**config.mk**
```make
export PLATFORM = sky130hd
export DESIGN_NAME = vectored_interrupt_unit
export DESIGN_NICKNAME = d
export VERILOG_FILES = /design/src/hw/irq_pkg.sv /design/src/hw/irq_edge_detect.sv /design/src/hw/vectored_interrupt_unit.sv
export VERILOG_INCLUDE_DIRS = /design/src /design/src/hw
export SDC_FILE = /design/constraint.sdc
export NUM_CORES = 1
export LEC_CHECK = 0
export BUFFER_PORTS_ARGS = -buffer_cell sky130_fd_sc_hd__buf_2
export CORE_MARGIN = 2
export CORE_UTILIZATION = 40
export DETAILED_ROUTE_END_ITERATION = 10
export PLACE_DENSITY = 0.73
export SYNTH_ARGS = -nofsm -noshare
export SYNTH_HDL_FRONTEND = slang
export SYNTH_SLANG_ARGS = --single-unit
```
**constraint.sdc**
```tcl
create_clock -name mclk -period 3.44 [get_ports mclk]
set_input_delay 0.172 -clock mclk [delete_from_list [all_inputs] [get_ports mclk]]
set_output_delay 0.172 -clock mclk [all_outputs]
set_load 0.01 [all_outputs]
```
**src/hw/irq_defs.svh**
```systemverilog
// Constants of the vectored interrupt unit.
`ifndef IRQ_DEFS_SVH
`define IRQ_DEFS_SVH

`define IRQ_NUM_SRC 8
`define IRQ_ADDR_W 4
`define IRQ_DATA_W 8
`define IRQ_PC_W 12

`define IRQ_OFS_FLAG 4'h0
`define IRQ_OFS_CLEAR 4'h1
`define IRQ_OFS_MASK 4'h2
`define IRQ_OFS_STAT 4'h3

`define IRQ_FLAG_RST 8'h00
`define IRQ_MASK_RST 8'h00

`define IRQ_BIT_TIMER 0
`define IRQ_BIT_EXT0 1
`define IRQ_BIT_EXT1 2
`define IRQ_BIT_CNT1 3
`define IRQ_BIT_CNT2 4
`define IRQ_BIT_HPW 5
`define IRQ_BIT_LPW 6
`define IRQ_BIT_PORT 7

`define IRQ_STAT_GIE 0
`define IRQ_STAT_BUSY 1
`define IRQ_STAT_SRC_LO 4

`define IRQ_VEC_BASE 12'h003
`define IRQ_VEC_STEP 12'h003

`endif

```
**src/hw/irq_pkg.sv**
```systemverilog
// Types shared by the vectored interrupt unit and its core side.
package irq_pkg;

    // Sampled request lines, one per source.
    typedef struct packed {
        logic port_change;
        logic lpw_timer;
        logic hpw_timer;
        logic counter_two;
        logic counter_one;
        logic ext_request_one;
        logic ext_request_zero;
        logic free_timer;
    } irq_src_t;

    // Core sequencing events and live context.
    typedef struct packed {
        logic global_irq_on_instr;
        logic global_irq_off_instr;
        logic fetch_boundary;
        logic isr_return;
        logic [7:0] accumulator_reg;
        logic [7:0] status_word_reg;
    } core_req_t;

    // Saved context handed back at return.
    typedef struct packed {
        logic [7:0] accumulator_reg;
        logic [7:0] status_word_reg;
    } context_t;

    typedef enum logic {
        ST_IDLE,
        ST_SERVICE
    } disp_state_t;

endpackage : irq_pkg

```
**src/hw/irq_edge_detect.sv**
```systemverilog
// Per-source falling edge detector.
`timescale 1ns/100ps
module irq_edge_detect #(
    parameter int WIDTH = 8
) (
    // Clock and reset.
    input wire logic mclk,
    input wire logic arst_n,
    // Levels in, one-cycle falls out.
    input wire logic [WIDTH-1:0] level_in,
    output logic [WIDTH-1:0] fall_out
);
    logic [WIDTH-1:0] prev_reg;

    genvar i;
    generate
        for (i = 0; i < WIDTH; i++) begin : g_bit
            // A low level at reset release is not an edge: prev starts low.
            always_ff @(posedge mclk or negedge arst_n) begin
                if (!arst_n) begin
                    prev_reg[i] <= 1'b0;
                end else begin
                    prev_reg[i] <= level_in[i];
                end
            end
            assign fall_out[i] = prev_reg[i] & ~level_in[i];
        end
    endgenerate

endmodule : irq_edge_detect

```
**src/hw/vectored_interrupt_unit.sv**
```systemverilog
// Vectored interrupt unit: flags, mask, dispatch and context save.
`timescale 1ns/100ps
`include "irq_defs.svh"
module vectored_interrupt_unit #(
    parameter int NUM_SRC = `IRQ_NUM_SRC,
    parameter int PC_W = `IRQ_PC_W
) (
    // Clock and reset.
    input wire logic mclk,
    input wire logic arst_n,
    // Request sources.
    input wire logic free_timer_ovf,
    input wire logic port5_bit4,
    input wire logic port5_bit5,
    input wire logic counter_one_unf,
    input wire logic counter_two_unf,
    input wire logic hpw_timer_unf,
    input wire logic lpw_timer_unf,
    input wire logic port_change,
    // Core sequencing.
    input wire irq_pkg::core_req_t core_req,
    output logic vector_take,
    output logic [PC_W-1:0] vector_addr,
    output logic restore_valid,
    output irq_pkg::context_t restore_ctx,
    // Register port.
    input wire logic [`IRQ_ADDR_W-1:0] reg_addr,
    input wire logic [`IRQ_DATA_W-1:0] reg_wdata,
    input wire logic reg_wr,
    input wire logic reg_rd,
    output logic [`IRQ_DATA_W-1:0] reg_rdata,
    // Interrupt line.
    output logic irq_out
);
    import irq_pkg::*;

    irq_src_t src;
    logic [NUM_SRC-1:0] fall;
    logic [NUM_SRC-1:0] irq_flag_reg;
    logic [NUM_SRC-1:0] irq_flag_next;
    logic [NUM_SRC-1:0] irq_mask_reg;
    logic [NUM_SRC-1:0] clear_bits;
    logic [NUM_SRC-1:0] pending;
    logic gie_reg;
    disp_state_t state_reg;
    logic [2:0] active_reg;
    logic [2:0] pick;
    logic dispatch;
    context_t saved_reg;

    // Source order matches the mask bit layout.
    always_comb begin
        src.free_timer = free_timer_ovf;
        src.ext_request_zero = port5_bit4;
        src.ext_request_one = port5_bit5;
        src.counter_one = counter_one_unf;
        src.counter_two = counter_two_unf;
        src.hpw_timer = hpw_timer_unf;
        src.lpw_timer = lpw_timer_unf;
        src.port_change = port_change;
    end

    irq_edge_detect #(
        .WIDTH(NUM_SRC)
    ) u_edge (
        .mclk(mclk),
        .arst_n(arst_n),
        .level_in(src),
        .fall_out(fall)
    );

    assign clear_bits = (reg_wr && reg_addr == `IRQ_OFS_CLEAR) ? reg_wdata[NUM_SRC-1:0] : '0;

    // A fall in the clearing cycle survives: set wins over clear.
    assign irq_flag_next = (irq_flag_reg & ~clear_bits) | (fall & irq_mask_reg);

    always_ff @(posedge mclk or negedge arst_n) begin
        if (!arst_n) begin
            irq_flag_reg <= `IRQ_FLAG_RST;
        end else begin
            irq_flag_reg <= irq_flag_next;
        end
    end

    always_ff @(posedge mclk or negedge arst_n) begin
        if (!arst_n) begin
            irq_mask_reg <= `IRQ_MASK_RST;
        end else if (reg_wr && reg_addr == `IRQ_OFS_MASK) begin
            irq_mask_reg <= reg_wdata[NUM_SRC-1:0];
        end
    end

    // Off wins if both instructions retire together, as the safer outcome.
    always_ff @(posedge mclk or negedge arst_n) begin
        if (!arst_n) begin
            gie_reg <= 1'b0;
        end else if (core_req.global_irq_off_instr) begin
            gie_reg <= 1'b0;
        end else if (core_req.global_irq_on_instr) begin
            gie_reg <= 1'b1;
        end
    end

    assign pending = irq_flag_reg & irq_mask_reg;
    assign irq_out = |pending;

    function automatic logic [2:0] lowest(input logic [NUM_SRC-1:0] v);
        logic [2:0] r;
        r = '0;
        for (int k = NUM_SRC - 1; k >= 0; k--) begin
            if (v[k]) begin
                r = 3'(k);
            end
        end
        return r;
    endfunction : lowest

    assign pick = lowest(pending);
    // Flags stay set while busy, so later requests wait for the return.
    assign dispatch = (state_reg == ST_IDLE) && gie_reg && (|pending)
        && core_req.fetch_boundary;

    always_ff @(posedge mclk or negedge arst_n) begin
        if (!arst_n) begin
            state_reg <= ST_IDLE;
        end else begin
            case (state_reg)
                ST_IDLE: begin
                    if (dispatch) begin
                        state_reg <= ST_SERVICE;
                    end
                end
                ST_SERVICE: begin
                    if (core_req.isr_return) begin
                        state_reg <= ST_IDLE;
                    end
                end
                default: begin
                    state_reg <= ST_IDLE;
                end
            endcase
        end
    end

    always_ff @(posedge mclk or negedge arst_n) begin
        if (!arst_n) begin
            vector_take <= 1'b0;
            vector_addr <= '0;
            active_reg <= '0;
        end else begin
            vector_take <= dispatch;
            if (dispatch) begin
                active_reg <= pick;
                vector_addr <= PC_W'(`IRQ_VEC_BASE + `IRQ_VEC_STEP * pick);
            end
        end
    end

    always_ff @(posedge mclk or negedge arst_n) begin
        if (!arst_n) begin
            saved_reg <= '0;
        end else if (dispatch) begin
            saved_reg.accumulator_reg <= core_req.accumulator_reg;
            saved_reg.status_word_reg <= core_req.status_word_reg;
        end
    end

    always_ff @(posedge mclk or negedge arst_n) begin
        if (!arst_n) begin
            restore_valid <= 1'b0;
            restore_ctx <= '0;
        end else begin
            restore_valid <= (state_reg == ST_SERVICE) && core_req.isr_return;
            if ((state_reg == ST_SERVICE) && core_req.isr_return) begin
                restore_ctx <= saved_reg;
            end
        end
    end

    always_ff @(posedge mclk or negedge arst_n) begin
        if (!arst_n) begin
            reg_rdata <= '0;
        end else if (reg_rd) begin
            case (reg_addr)
                `IRQ_OFS_FLAG: reg_rdata <= irq_flag_reg;
                `IRQ_OFS_MASK: reg_rdata <= irq_mask_reg;
                `IRQ_OFS_STAT: begin
                    reg_rdata <= '0;
                    reg_rdata[`IRQ_STAT_GIE] <= gie_reg;
                    reg_rdata[`IRQ_STAT_BUSY] <= (state_reg == ST_SERVICE);
                    reg_rdata[`IRQ_STAT_SRC_LO +: 3] <= active_reg;
                end
                default: reg_rdata <= '0;
            endcase
        end else begin
            reg_rdata <= '0;
        end
    end

    // Context seen at the dispatch edge; no dispatch can move it before the return.
    logic [15:0] ctx_chk_reg;
    always_ff @(posedge mclk or negedge arst_n) begin
        if (!arst_n) begin
            ctx_chk_reg <= 16'h0000;
        end else if (dispatch) begin
            ctx_chk_reg <= {core_req.accumulator_reg, core_req.status_word_reg};
        end
    end
endmodule : vectored_interrupt_unit

```
## After elaboration in Yosys (flattened, before gate mapping)

Cells that the tools add are included.

- Word-level logic and storage cells: 73
- Output and inout bits: 39
- Bits in registers: 83

- Reductions and logical operators: 9
- $mul: 1
- Mux-type cells: 16
- Equal/unequal tests: 3
- Add/sub/neg operators: 1
- Bitwise logic cells: 22

Operators with widths:

| kind | count |
|---|---|
| $and A8 B8 Y8 | 3 |
| $mux W3 | 8 |
| $pmux W8 S3 | 1 |
| $mux W8 | 2 |
| $not A1 Y1 | 9 |
| $and A1 B1 Y1 | 8 |
| $eq A4 B2 Y1 const B | 2 |
| $not A8 Y8 | 1 |
| $or A8 B8 Y8 | 1 |
| $reduce_or A8 Y1 | 1 |
| $add A2 B5 Y6 const A | 1 |
| $logic_and A1 B1 Y1 | 6 |
| $mul A2 B3 Y5 const A | 1 |
| $eq A4 B1 Y1 const B | 1 |
| $logic_not A4 Y1 | 1 |
| $mux W1 | 4 |
| $pmux W1 S2 | 1 |
| $reduce_bool A2 Y1 | 1 |

## Depth between registers and ports, before layout

Gate-level depths: netlist (run 1).

- Depth after elaboration: 11
- Mapped depth: 10
- Depth with buffers taken out: 10

## Modules after synthesis

From an unflattened synthesis (run 1), not the netlist that was laid out.

- Cells, all modules: 282
- Area, all modules: 3269.4 um^2

Modules (own cells, without submodules):

| module | seq. area each (um^2) | instances | area an instance (um^2) | cells each |
|---|---|---|---|---|
| vectored_interrupt_unit | 1701.6 | 1 | 2959.1 | 266 |
| irq_edge_detect | 200.2 | 1 | 310.3 | 16 |

## Worst setup path after synthesis (run 1)

No wires, ideal clock.

- Path type: register to register
- Start: reg irq_flag_reg[0]
- End: reg vector_addr[4]
- Setup slack: 1.496 ns
- Cell stages (with the launch flop): 10
- Buffers on the path: 0
- Clock period less this slack: 1.944 ns
- Arrival time: 1.818 ns
- Required time: 3.314 ns
- Cells stage by stage: dfrtp_1 > a22oi_4 > nand2_1 > a21oi_1 > ha_1 > inv_1 > ha_1 > a21o_1 > a21oi_1 > o21ai_0

- Word-level cells in the longest chain between the ends: 4
- Elaborated cells on any way between the ends: 7
- Those cells by class: add/sub: 1; mul: 1; mux: 1; bitwise: 1; reduce/logical: 3

RTL lines:

| what | RTL line | RTL |
|---|---|---|
| from (decl) | vectored_interrupt_unit.sv:39 | `logic [NUM_SRC-1:0] irq_flag_reg;` |
| from (signal assigned) | vectored_interrupt_unit.sv:79 | `` irq_flag_reg <= `IRQ_FLAG_RST; `` |
| from (signal assigned) | vectored_interrupt_unit.sv:81 | `irq_flag_reg <= irq_flag_next;` |
| $and A8 B8 Y8 | vectored_interrupt_unit.sv:104 | `assign pending = irq_flag_reg & irq_mask_reg;` |
| $mux W3 | vectored_interrupt_unit.sv:111 | `if (v[k]) begin` |
| named net pick[2] | vectored_interrupt_unit.sv:47 | `logic [2:0] pick;` |
| $mul A2 B3 Y5 (no line) | -- |  |
| $add A2 B5 Y6 (no line) | -- |  |
| to (signal assigned) | vectored_interrupt_unit.sv:154 | `` vector_addr <= PC_W'(`IRQ_VEC_BASE + `IRQ_VEC_STEP * pick); `` |
| to (decl) | vectored_interrupt_unit.sv:23 | `output logic [PC_W-1:0] vector_addr,` |

The timed path passes the listed nets, and every way through them passes these cells.
A chain may end at the register's enable or synchronous reset.

## Worst setup path in the final report (run 1)

Same ends and word-level chain as after synthesis.

==> parameters.txt, run 1 <==
Parameter                              Value

Run
  Max-capacitance violation count ... 0

Route
  Total routed wirelength ... between 6 and 7 mm
  Iter 0 DRT Violations ... roughly 130
  Post-route DRC violation count ... 0
  Antenna Nets Post-Route ... 0
  Routed wirelength normalized by instance count ... 14.0 um
  Total vias in the final route ... 2,327
  Detail-routed via count per cell ... 4.80
  Initial DRT Pass Iterations ... 4

Yosys
  Share of synthesized flip-flops with an asynchronous set or reset ... 1.00
  Leading register cell type out of synthesis ... dfrtp_1
  Number of enable-type register cells in the synthesized netlist ... 0
  Mapped Cells ... 282
  Number of flip-flops and latches in the synthesized netlist ... 76
  Count of unique library cells instantiated by Yosys ... 36
  Avg Cell Area, Syn ... 11.4 sq um
  Synthesized cell area ... 3230 sq um
  Post-synthesis sequential area ratio ... 0.589
  Yosys warning count ... 0

CTS
  Clock latency reported for the late side of the worst-skew pair ... 350 ps
  Setup Buffers After CTS ... 0
  Clock tree from TritonCTS ... done
  Clock input transition at the sequential cells of the worst setup and hold paths ... approximately 80 ps
  CTS Root Buffer Type ... clkbuf_8
  Max Root-Sink Buffers ... 2
  PostCTS Resize Cnt ... 0
  Num CTS Buffers ... 9
  CTS sink cnt ... 76
  H-Tree Depth ... 3

STA
  Ratio of final minimum period to clock period ... 0.624
  Remaining max-slew budget at the tightest pin ... 0.379
  Worst hold slack ... 19.9 ps
  Worst Tran Pin Value ... 931 ps
  Unrepaired setup endpoints after global routing ... false
  Setup TNS after final layout ... 0 ps
  Count of endpoints failing setup in the final report ... 0
  Highest achievable clock rate ... approximately 470 MHz
  Hold violation count in the final report ... 0
  Number of slew-limit violations in the final report ... 0
  Post-Route Skew ... about 8.4 ps
  Final period demand of the worst path ... ~2100 ps

Floorplanning
  Initial Util ... 0.415
  Chip Width ... 93.8 um
  Row count ... 32
  Top-Level Pins ... 83
  Floorplan die height ... between 90 and 100 um
  Core area ... around 7800 sq um
  Die footprint ... 8800 sq um

Finish
  Layout net count ... roughly 430
  Area taken by flip-flops and latches ... 1900 sq um
  Final cell count without fillers ... 485
  Layout overhead on the synthesized area ... 25.7%
  Most frequent cells in the layout ... 76 x dfrtp_1, 74 x buf_2, 72 x nand2_1
  Area of the multi-input gates ... approximately 1200 sq um
  Share of cells above drive strength 1 ... 0.326
  Leading cell type in the layout, fill and taps excluded ... dfrtp_1
  Antenna cell count ... 0
  Total of fill cells in the finished design ... 725

Setup path
  CP endpoint kind ... register
  R2R Setup Slk ... 1290 ps
  R2r startpoint ... irq_flag_reg[0]
  FF-to-FF End ... vector_addr[4]
  Arrival time worst endpoint ... 2360 ps
  Category of the critical setup timing path ... register to register
  FF-to-FF path depth ... 9
  Critical path fanouts, max ... 5
  Kind of start point of the critical path ... register
  Required arrival time at the worst endpoint ... 3660 ps

Global routing
  Total GRT Usage ... 0.173
  First-pass GRT wire length ... ~12 mm
  Pin count of the biggest net entering global routing ... 77
  Total overflow reported by the global router ... 0
  Via count of the first global-routing pass ... 2,377
  Initial antenna violation count ... 0

Placement
  Dpl cells ... 450
  Total of buffers placed on input and output ports ... 75
  Detailed Place HPWL ... 4.66 mm
  Global placement routability congestion ... about 0.85

Power and ir drop
  Cell Pwr Density ... 717 nW/um^2
  Worst vdd rail ir drop ... 0.249 mV
  P_leak ... 2.11 nW

Min path
  Hold endpoint ... saved_reg[14]
  Min-delay worst type ... primary input to register
  Worst Hold Path Cells ... 3
  Hold Crit Start ... core_req[14]

Status
  Status ... finished, final reports clean
## final cells by class
class	count	area share
clock buffers	13	0.0441
clock inverters	3	0.0105
inverters	16	0.0148
multi-input cells	181	0.290
flip-flops and latches	76	0.469
well taps	102	0.0315
repair buffers	94	0.140
## cell usage after synthesis, types with 3 or more instances
library cell | count | share of area
a31oi_1 | 5 | 0.0097
a32o_1 | 8 | 0.025
buf_2 | 3 | 0.0047
buf_4 | 9 | 0.021
dfrtp_1 | 76 | 0.59
ha_1 | 5 | 0.019
inv_1 | 15 | 0.017
mux2_2 | 24 | 0.084
mux2i_1 | 8 | 0.025
nand2_1 | 72 | 0.084
nand3_1 | 3 | 0.0047
nor2_1 | 19 | 0.022
o21ai_0 | 5 | 0.0078
## critical path, cell delays in order (launching register included)
cell,delay (ps)
dfrtp_1,440
a22oi_4,280
nand2_1,80
a21oi_1,260
ha_1,290
inv_1,60
ha_1,240
a21o_1,160
a21oi_1,120
o21ai_0,80
## metrics by stage
step	power [mW]	util	cell area, sq um	setup WS (ps)
global placement	2.14	0.469	3650	1400
global route	3.12	0.522	4060	1170
floorplan	1.89	-	3250	1500
detailed placement	2.19	0.469	3650	1290
finish	2.91	0.522	4060	1290
CTS	2.95	0.522	4060	1300
## repair_timing
action	4_1_cts	5_1_grt
endpoints found under the setup margin	0	0
hold endpoints to repair	33	0
hold buffers	19	0
## routing by layer
layer,global-route usage,share of wire,wire [um],up-vias
met4,0.0845,0.018,124,0
met5,0,0,0,-
met3,0.0465,0.057,384,10
met2,0.273,0.48,3250,67
li1,-,-,-,1117
met1,0.219,0.45,3030,1133
## worst max-delay path by stage
stage	start	endpoint	depth (start not counted)
floorplan	irq_flag_reg[0]	vector_addr[4]	9
global placement	irq_flag_reg[0]	vector_addr[4]	9
detailed placement	irq_flag_reg[0]	vector_addr[4]	9
CTS	irq_flag_reg[0]	vector_addr[4]	9
global route	irq_flag_reg[0]	vector_addr[4]	9
finish	irq_flag_reg[0]	vector_addr[4]	9
## kinds of logic after synthesis
family,share of synthesized area
adders and majority gates,0.0194
other,0.00116
DFF,0.589
xor gates and xnor gates,0.00814
AOI/OAI and AO/OA,0.0876
muxes,0.109
and+or+nand+nor,0.133
buffers and inverters,0.0523
## power by group
group	switching, mW	total (mW)	leakage [nW]	internal, mW
registers	0.181	1.34	0.937	1.16
clock network	0.313	0.726	0.112	0.413
logic	0.440	0.843	1.06	0.403
total	0.933	2.91	2.11	1.98
(Power assumes the default switching activity.)
==> run 2: changes to the inputs <==
--- a/config.mk
+++ b/config.mk
@@ -10,7 +10,7 @@
 export CORE_MARGIN = 2
 export CORE_UTILIZATION = 40
 export DETAILED_ROUTE_END_ITERATION = 10
-export PLACE_DENSITY = 0.73
+export PLACE_DENSITY = 0.76
 export SYNTH_ARGS = -nofsm -noshare
 export SYNTH_HDL_FRONTEND = slang
 export SYNTH_SLANG_ARGS = --single-unit
==> constraint.sdc (replaced) <==
create_clock -name mclk -period 1.9 [get_ports mclk]
set_input_delay 0.095 -clock mclk [delete_from_list [all_inputs] [get_ports mclk]]
set_output_delay 0.095 -clock mclk [all_outputs]
set_load 0.01 [all_outputs]
==> parameters.txt, run 2 (synthesis results as in run 1) <==
Parameter                              Value

Setup path
  Critical path, cell by cell ... nand2_1, a32oi_1, o211ai_2, buf_4, buf_4, ha_1, a21o_1, a21oi_2, o21ai_1 (was a22oi_4, nand2_1, a21oi_1, ha_1, inv_1, ha_1, a21o_1, a21oi_1, o21ai_0)
  R2R Setup Slk ... 20 ps (was 1290 ps)
  Arrival time worst endpoint ... 2100 ps (was 2360 ps)
  Category of the critical setup timing path ... register to register (unchanged)
  CP endpoint kind ... register (unchanged)
  R2r startpoint ... irq_mask_reg[6] (was irq_flag_reg[0])
  Startpoint of the most critical setup path ... irq_mask_reg[6] (was irq_flag_reg[0])
  Most numerous cell on the critical path ... buf_4
  FF-to-FF path depth ... 9 (unchanged)
  FF-to-FF End ... vector_addr[4] (unchanged)
  Delay of the slowest cell on the worst path ... 400 ps (was 440 ps)
  Worst path buffer plus inverter count ... 2 (was 1)
  Worst Setup EP ... vector_addr[4] (unchanged)
  Cell count along the critical path ... 9 (unchanged)
  Required arrival time at the worst endpoint ... 2120 ps (was 3660 ps)
  Family of cells with the greatest summed delay on the critical path ... compound AO/OA/AOI/OAI gates (unchanged)
  Kind of start point of the critical path ... register (unchanged)
  Critical path fanouts, max ... 3 (was 5)
  Critical-path cell with the highest stage delay ... dfrtp_1 (unchanged)

Placement
  Detailed Place HPWL ... 4.89 mm (was 4.66 mm)
  Total of buffers placed on input and output ports ... 75 (unchanged)
  Global placement routability congestion ... 0.839 (was 0.846)
  Worst setup slack before clock tree synthesis ... -74.7 ps (was 1290 ps)

Finish
  Post-layout util ... 0.580 (was 0.522)
  Layout overhead on the synthesized area ... 39.7% (was 25.7%)
  Layout net count ... 472 (was 427)
  Antenna cell count ... 0 (unchanged)
  Area of the multi-input gates ... 1210 sq um (was 1180 sq um)
  Most frequent cells in the layout ... 74 x dfrtp_1, 74 x buf_2, 71 x nand2_1 (was 76 x dfrtp_1, 74 x buf_2, 72 x nand2_1)
  Share of cells above drive strength 1 ... 0.379 (was 0.326)
  Area taken by flip-flops and latches ... 1900 sq um (about the same)
  Total of fill cells in the finished design ... 653 (was 725)

Route
  Total routed wirelength ... 7.16 mm (was 6.79 mm)
  Uppermost metal layer occupied by signal nets ... met4 (unchanged)
  Iter 0 DRT Violations ... 91 (was 129)
  Metal3 WL ... 377 um (was 384 um)
  M1 WL ... 3.11 mm (was 3.03 mm)
  Post-route DRC violation count ... 0 (unchanged)
  Detail-routed via count per cell ... 4.71 (was 4.80)
  Routed wirelength normalized by instance count ... 13.5 um (was 14.0 um)
  Antenna Nets Post-Route ... 0 (unchanged)
  Total vias in the final route ... 2,494 (was 2,327)
  Initial DRT Pass Iterations ... 4 (unchanged)
  Detail Route met2 WL ... 3.51 mm (was 3.25 mm)

CTS
  Max Root-Sink Buffers ... 2 (unchanged)
  CTS sink cnt ... 76 (unchanged)
  Clock input transition at the sequential cells of the worst setup and hold paths ... 80 ps (about the same)
  Clock tree from TritonCTS ... done (unchanged)
  Num CTS Buffers ... 9 (unchanged)
  Clock latency reported for the late side of the worst-skew pair ... 340 ps (was 350 ps)
  CTS Root Buffer Type ... clkbuf_8 (unchanged)
  H-Tree Depth ... 3 (unchanged)

Global routing
  Total GRT Usage ... 0.175 (was 0.173)
  First-pass GRT wire length ... 11.8 mm (was 11.6 mm)
  Initial antenna violation count ... 0 (unchanged)
  Total overflow reported by the global router ... 0 (unchanged)
  Via count of the first global-routing pass ... 2,540 (was 2,377)
  Pin count of the biggest net entering global routing ... 45 (was 77)

Min path
  Min-delay worst type ... primary input to register (unchanged)

Run
  Max-capacitance violation count ... 0 (unchanged)

STA
  Highest achievable clock rate ... 533 MHz (was 466 MHz)
  Final period demand of the worst path ... 1880 ps (was 2150 ps)
  Final critical-path setup slack ... 23.1 ps (was 1290 ps)
  Count of endpoints failing setup in the final report ... 0 (unchanged)
  Number of slew-limit violations in the final report ... 0 (unchanged)
  Post-Route Skew ... 6.27 ps (was 8.37 ps)
  Ratio of final minimum period to clock period ... 0.988 (was 0.624)
  Hold violation count in the final report ... 0 (unchanged)
  Unrepaired setup endpoints after global routing ... true (was false)

Floorplanning
  Die footprint ... 8800 sq um (unchanged)
  Initial Util ... 0.415 (unchanged)
  Row count ... 32 (unchanged)
  Top-Level Pins ... 83 (unchanged)
  Chip Width ... 93.8 um (unchanged)
  Core area ... 7770 sq um (unchanged)
  Floorplan die height ... 93.8 um (unchanged)

Power and ir drop
  Cell Pwr Density ... 1310 nW/um^2 (was 717 nW/um^2)
  P_leak ... 2.34 nW (was 2.11 nW)
  Worst vdd rail ir drop ... 0.482 mV (was 0.249 mV)

Status
  Status ... finished, final reports clean (unchanged)
==> run 2: changes by cell type in the layout (fill, tap and decap cells not counted), moves of 2 or more <==
cell / delta
clkbuf_8: -4
inv_2: +2
bufinv_16: +3
a21oi_2: +2
a21oi_1: -2
o21ai_0: -2
dlygate4sd3_1: +15
dfrtp_2: +2
o21ai_1: +2
dfrtp_1: -2
buf_4: +29
inv_1: -2
==> run 2: worst min-delay path by stage <==
| stage | cells after the start | to | slack, ps | start |
|---|---|---|---|---|
| floorplan | 0 | active_reg[0] | -200 | arst_n |
| global placement | 1 | u_edge.prev_reg[7] | 60 | arst_n |
| detailed placement | 1 | u_edge.prev_reg[7] | 60 | arst_n |
| CTS | 2 | irq_mask_reg[2] | 10 | reg_wdata[2] |
| global route | 2 | irq_mask_reg[5] | 0.7 | reg_wdata[5] |
| finish | 2 | irq_mask_reg[5] | 20 | reg_wdata[5] |
==> run 2: layout make-up <==
type | instances | share of cell area
sequential | 76 | 0.423
multi-input combinational | 181 | 0.268
timing repair buffer | 139 | 0.212
clock buffer | 10 | 0.0283
tap | 102 | 0.0283
clock inverter | 5 | 0.0278
inverter | 16 | 0.0133
==> run 2: where the power goes <==
part           switching, mW  total (mW)  internal, mW
Clock                  0.543        1.54         0.996
Combinational          0.938        1.96          1.03
Sequential             0.291        2.40          2.11
Total                   1.77        5.90          4.13
==> run 2: layer usage <==
metal  GRT usage  up-vias
met5           0        -
met4      0.0761        0
met3      0.0546       13
met2       0.292       60
met1       0.207     1204
li1            -     1217
==> run 2: timing repair <==
| item | 4_1_cts | 5_1_grt |
|---|---|---|
| gates resized for setup | 4 | 6 |
| endpoints found under the setup margin | 1 | 2 |
| hold buffers | 34 | 0 |
| buffers inserted | 3 | 2 |
| endpoints found under the hold margin | 64 | 0 |
| pin swaps | 4 | 6 |
==> run 2: through the flow <==
| stage | hold slack (ps) | cell area, sq um | instances | setup TNS [ps] | total power, mW |
|---|---|---|---|---|---|
| final | 19.2 | 4510 | 529 | 0 | 5.90 |
| after CTS | 11.6 | 4480 | 527 | 0 | 5.90 |
| after global routing | 0.652 | 4510 | 529 | -141 | 6.31 |
| after floorplan | -201 | 3250 | 288 | 0 | 3.43 |
| after detailed placement | 63.0 | 3850 | 475 | -74.7 | 4.18 |
| after global placement | 56.5 | 3850 | 475 | -25.1 | 4.10 |
==> run 3: changes to the inputs <==
--- a/config.mk
+++ b/config.mk
@@ -7,10 +7,11 @@
 export NUM_CORES = 1
 export LEC_CHECK = 0
 export BUFFER_PORTS_ARGS = -buffer_cell sky130_fd_sc_hd__buf_2
-export CORE_MARGIN = 2
 export CORE_UTILIZATION = 40
+export CTS_CLUSTER_DIAMETER = 80
 export DETAILED_ROUTE_END_ITERATION = 10
-export PLACE_DENSITY = 0.76
+export PLACE_DENSITY = 0.75
 export SYNTH_ARGS = -nofsm -noshare
 export SYNTH_HDL_FRONTEND = slang
+export SYNTH_HIERARCHICAL = 1
 export SYNTH_SLANG_ARGS = --single-unit
==> parameters.txt, run 3 <==
Parameter                              Value

Placement
  Total of buffers placed on input and output ports ... 75 (unchanged)
  Dpl cells ... 476 (was 475)
  Detailed Place HPWL ... 5.14 mm (was 4.89 mm)
  Global placement routability congestion ... 0.912 (was 0.839)

Setup path
  Worst Setup EP ... vector_addr[4] (unchanged)
  Cell count along the critical path ... 9 (unchanged)
  Kind of start point of the critical path ... register (unchanged)
  Worst path buffer plus inverter count ... 1 (was 2)
  FF-to-FF End ... vector_addr[4] (unchanged)
  Arrival time worst endpoint ... 2190 ps (was 2100 ps)
  Category of the critical setup timing path ... register to register (unchanged)
  Delay of the slowest cell on the worst path ... 440 ps (was 400 ps)
  Required arrival time at the worst endpoint ... 2140 ps (was 2120 ps)
  Critical-path cell with the highest stage delay ... dfrtp_2 (was dfrtp_1)
  Critical path fanouts, max ... 4 (was 3)
  Family of cells with the greatest summed delay on the critical path ... compound AO/OA/AOI/OAI gates (unchanged)
  CP endpoint kind ... register (unchanged)
  Most numerous cell on the critical path ... a21oi_2 (was buf_4)
  Critical path, cell by cell ... a22oi_4, nand2_1, a21oi_2, ha_1, inv_2, ha_4, a21o_1, a21oi_2, o21ai_1 (was nand2_1, a32oi_1, o211ai_2, buf_4, buf_4, ha_1, a21o_1, a21oi_2, o21ai_1)
  FF-to-FF path depth ... 9 (unchanged)
  R2r startpoint ... irq_flag_reg[0] (was irq_mask_reg[6])
  R2R Setup Slk ... -50 ps (was 20 ps)
  Startpoint of the most critical setup path ... irq_flag_reg[0] (was irq_mask_reg[6])

Yosys
  Leading post-synthesis cells by instance count ... 76 x dfrtp_1, 72 x nand2_1, 24 x mux2_2 (unchanged)
  Number of flip-flops and latches in the synthesized netlist ... 76 (unchanged)
  Post-synthesis sequential area ratio ... 0.582 (was 0.589)
  Area contributors post-synth ... dfrtp_1 58%, nand2_1 8.3%, mux2_2 8.3% (was dfrtp_1 59%, nand2_1 8.4%, mux2_2 8.4%)
  Number of enable-type register cells in the synthesized netlist ... 0 (unchanged)
  Leading register cell type out of synthesis ... dfrtp_1 (unchanged)
  Top cell type's share of synthesized area ... 0.582 (was 0.589)
  Share of synthesized flip-flops with an asynchronous set or reset ... 1.00 (unchanged)
  Avg Cell Area, Syn ... 11.6 sq um (was 11.4 sq um)
  Count of unique library cells instantiated by Yosys ... 36 (unchanged)
  Top-count cell post-synth ... dfrtp_1 (unchanged)
  Yosys warning count ... 6 (was 0)
  Cell accounting for the most synthesized area ... dfrtp_1 (unchanged)
  Synthesized cell area ... 3270 sq um (was 3230 sq um)
  Mapped Cells ... 282 (unchanged)

Power and ir drop
  Flop pwr share ... 0.424 (was 0.406)
  P_leak ... 2.37 nW (was 2.34 nW)
  Fraction of power spent switching nets ... 0.334 (was 0.300)
  Clock share of power ... 0.226 (was 0.261)
  Internal power of the cells ... 3.78 mW (was 4.13 mW)
  Combinational Power Share ... 0.350 (was 0.333)
  Net switching power of the design ... 1.89 mW (was 1.77 mW)
  Cell Pwr Density ... 1250 nW/um^2 (was 1310 nW/um^2)
  Worst vdd rail ir drop ... 0.491 mV (was 0.482 mV)

Route
  Routed wirelength normalized by instance count ... 14.3 um (was 13.5 um)
  Total vias in the final route ... 2,568 (was 2,494)
  Initial DRT Pass Iterations ... 4 (unchanged)
  Antenna Nets Post-Route ... 0 (unchanged)
  Post-route DRC violation count ... 0 (unchanged)
  Total routed wirelength ... 7.64 mm (was 7.16 mm)
  Detail-routed via count per cell ... 4.82 (was 4.71)
  Iter 0 DRT Violations ... 90 (was 91)

CTS
  Clock tree from TritonCTS ... done (unchanged)
  Max Root-Sink Buffers ... 2 (unchanged)
  Num CTS Buffers ... 9 (unchanged)
  CTS Root Buffer Type ... clkbuf_8 (unchanged)
  Clock latency reported for the late side of the worst-skew pair ... 350 ps (was 340 ps)
  Clock input transition at the sequential cells of the worst setup and hold paths ... 80 ps (about the same)
  H-Tree Depth ... 3 (unchanged)
  CTS sink cnt ... 76 (unchanged)

STA
  Final period demand of the worst path ... 1950 ps (was 1880 ps)
  Highest achievable clock rate ... 512 MHz (was 533 MHz)
  Setup TNS after final layout ... -53.7 ps (was 0 ps)
  Worst Tran Pin Value ... 520 ps
  Remaining max-slew budget at the tightest pin ... 0.653
  Number of slew-limit violations in the final report ... 0 (unchanged)
  Ratio of final minimum period to clock period ... 1.03 (was 0.988)
  Unrepaired setup endpoints after global routing ... true (unchanged)
  Count of endpoints failing setup in the final report ... 1 (was 0)
  Final critical-path setup slack ... -53.7 ps (was 23.1 ps)
  Hold violation count in the final report ... 0 (unchanged)
  Post-Route Skew ... 10.8 ps (was 6.27 ps)

Status
  Violated checks ... setup timing
  Status ... finished, violations left (was finished, final reports clean)

Floorplanning
  Top-Level Pins ... 83 (unchanged)
  Row count ... 32 (unchanged)
  Die footprint ... 8540 sq um (was 8800 sq um)
  Chip Width ... 92.4 um (was 93.8 um)
  Floorplan die height ... 92.4 um (was 93.8 um)
  Initial Util ... 0.419 (was 0.415)
  Core area ... 7810 sq um (was 7770 sq um)

Global routing
  Total GRT Usage ... 0.192 (was 0.175)
  Initial antenna violation count ... 0 (unchanged)
  First-pass GRT wire length ... 12.5 mm (was 11.8 mm)
  Pin count of the biggest net entering global routing ... 41 (was 45)
  Total overflow reported by the global router ... 0 (unchanged)
  Via count of the first global-routing pass ... 2,632 (was 2,540)

Finish
  Antenna cell count ... 0 (unchanged)
  Share of cells above drive strength 1 ... 0.406 (was 0.379)
  Final cell count without fillers ... 533 (was 529)
  Layout net count ... 475 (was 472)
  Most frequent cells in the layout ... 75 x dfrtp_1, 74 x buf_2, 71 x nand2_1 (was 74 x dfrtp_1, 74 x buf_2, 71 x nand2_1)
  Layout overhead on the synthesized area ... 38.5% (was 39.7%)
  Leading cell type in the layout, fill and taps excluded ... dfrtp_1
  Total of fill cells in the finished design ... 650 (was 653)

Run
  Max-capacitance violation count ... 0 (unchanged)

Min path
  Hold Crit Start ... reg_wdata[5] (unchanged)
  Min-delay worst type ... primary input to register (unchanged)
==> run 3: layout make-up <==
| cell class | instances | area [sq um] | share of cell area |
|---|---|---|---|
| clock inverter | 6 | 71.3 | 0.0158 |
| clock buffer | 10 | 138 | 0.0304 |
| tap | 102 | 128 | 0.0282 |
| timing repair buffer | 142 | 973 | 0.215 |
| multi-input combinational | 189 | 1280 | 0.284 |
| inverter | 8 | 30.0 | 0.00663 |
| sequential | 76 | 1900 | 0.420 |
==> run 3: how the worst min path moves through the flow <==
stage               depth (start not counted)            endpoint  slack [ps]
finish                                      2     irq_mask_reg[5]          10
global route                                2     irq_mask_reg[4]           1
CTS                                         2     irq_mask_reg[4]           7
detailed placement                          1  u_edge/prev_reg[1]         110
global placement                            1  u_edge/prev_reg[1]         100
floorplan                                   0       active_reg[0]        -200
==> run 3: timing repair <==
action / 4_1_cts / 5_1_grt
hold endpoints to repair: 69 / 0
setup endpoints to repair: 2 / 5
hold buffers: 32 / 0
buffers inserted: 6 / 3
pin swaps: 5 / 2
gates resized for setup: 7 / 3
==> run 3: per-stage QoR <==
step	instance area (sq um)	total power, mW	worst slack [ps]	utilization	hold slack (ps)
floorplan	3300	3.40	30.5	-	-201
global placement	3900	4.07	-15.4	0.500	99.7
detailed placement	3900	4.16	-105	0.500	107
CTS	4490	5.63	-18.3	0.576	6.80
global route	4530	6.03	-123	0.580	1.40
finish	4530	5.67	-53.7	0.580	14.2
==> run 3: kinds of logic (layout without fill, tap and decap cells) <==
logic type      Yosys count  count (layout)  share of synthesized area
mux                      32              32                      0.107
xor+xnor                  3               3                    0.00804
buf+inv                  23             166                     0.0425
simple gates            109             109                      0.161
compound gates           33              33                     0.0792
other cells               1               7                    0.00115
fa+ha+maj                 5               5                     0.0191
flops                    76              76                      0.582
==> run 3: power groups by stage <==
stage                     registers [mW]  logic, mW  clock network [mW]
final                               2.40       1.99                1.28
after global routing                2.47       2.18                1.38
after CTS                           2.39       1.94                1.30
after detailed placement            2.42       1.74                   0
after global placement              2.39       1.68                   0
after floorplan                     2.48      0.920                   0
==> run 3: routing by layer <==
layer	routed length [um]	global-route usage	vias to the layer above
li1	-	-	1217
met5	0	0	-
met3	293	0.0427	23
met2	3870	0.324	67
met1	3240	0.231	1261
met4	243	0.0990	0
==> run 3: worst register-to-register path, delay by kind of cell, from the launching register on <==
family	cells	cell delay (ps)
AO/OA/AOI/OAI	5	750
adder cells (fa/ha/maj)	2	480
flip-flops	1	440
AND/OR/NAND/NOR	1	90
buffers and inverters	1	80
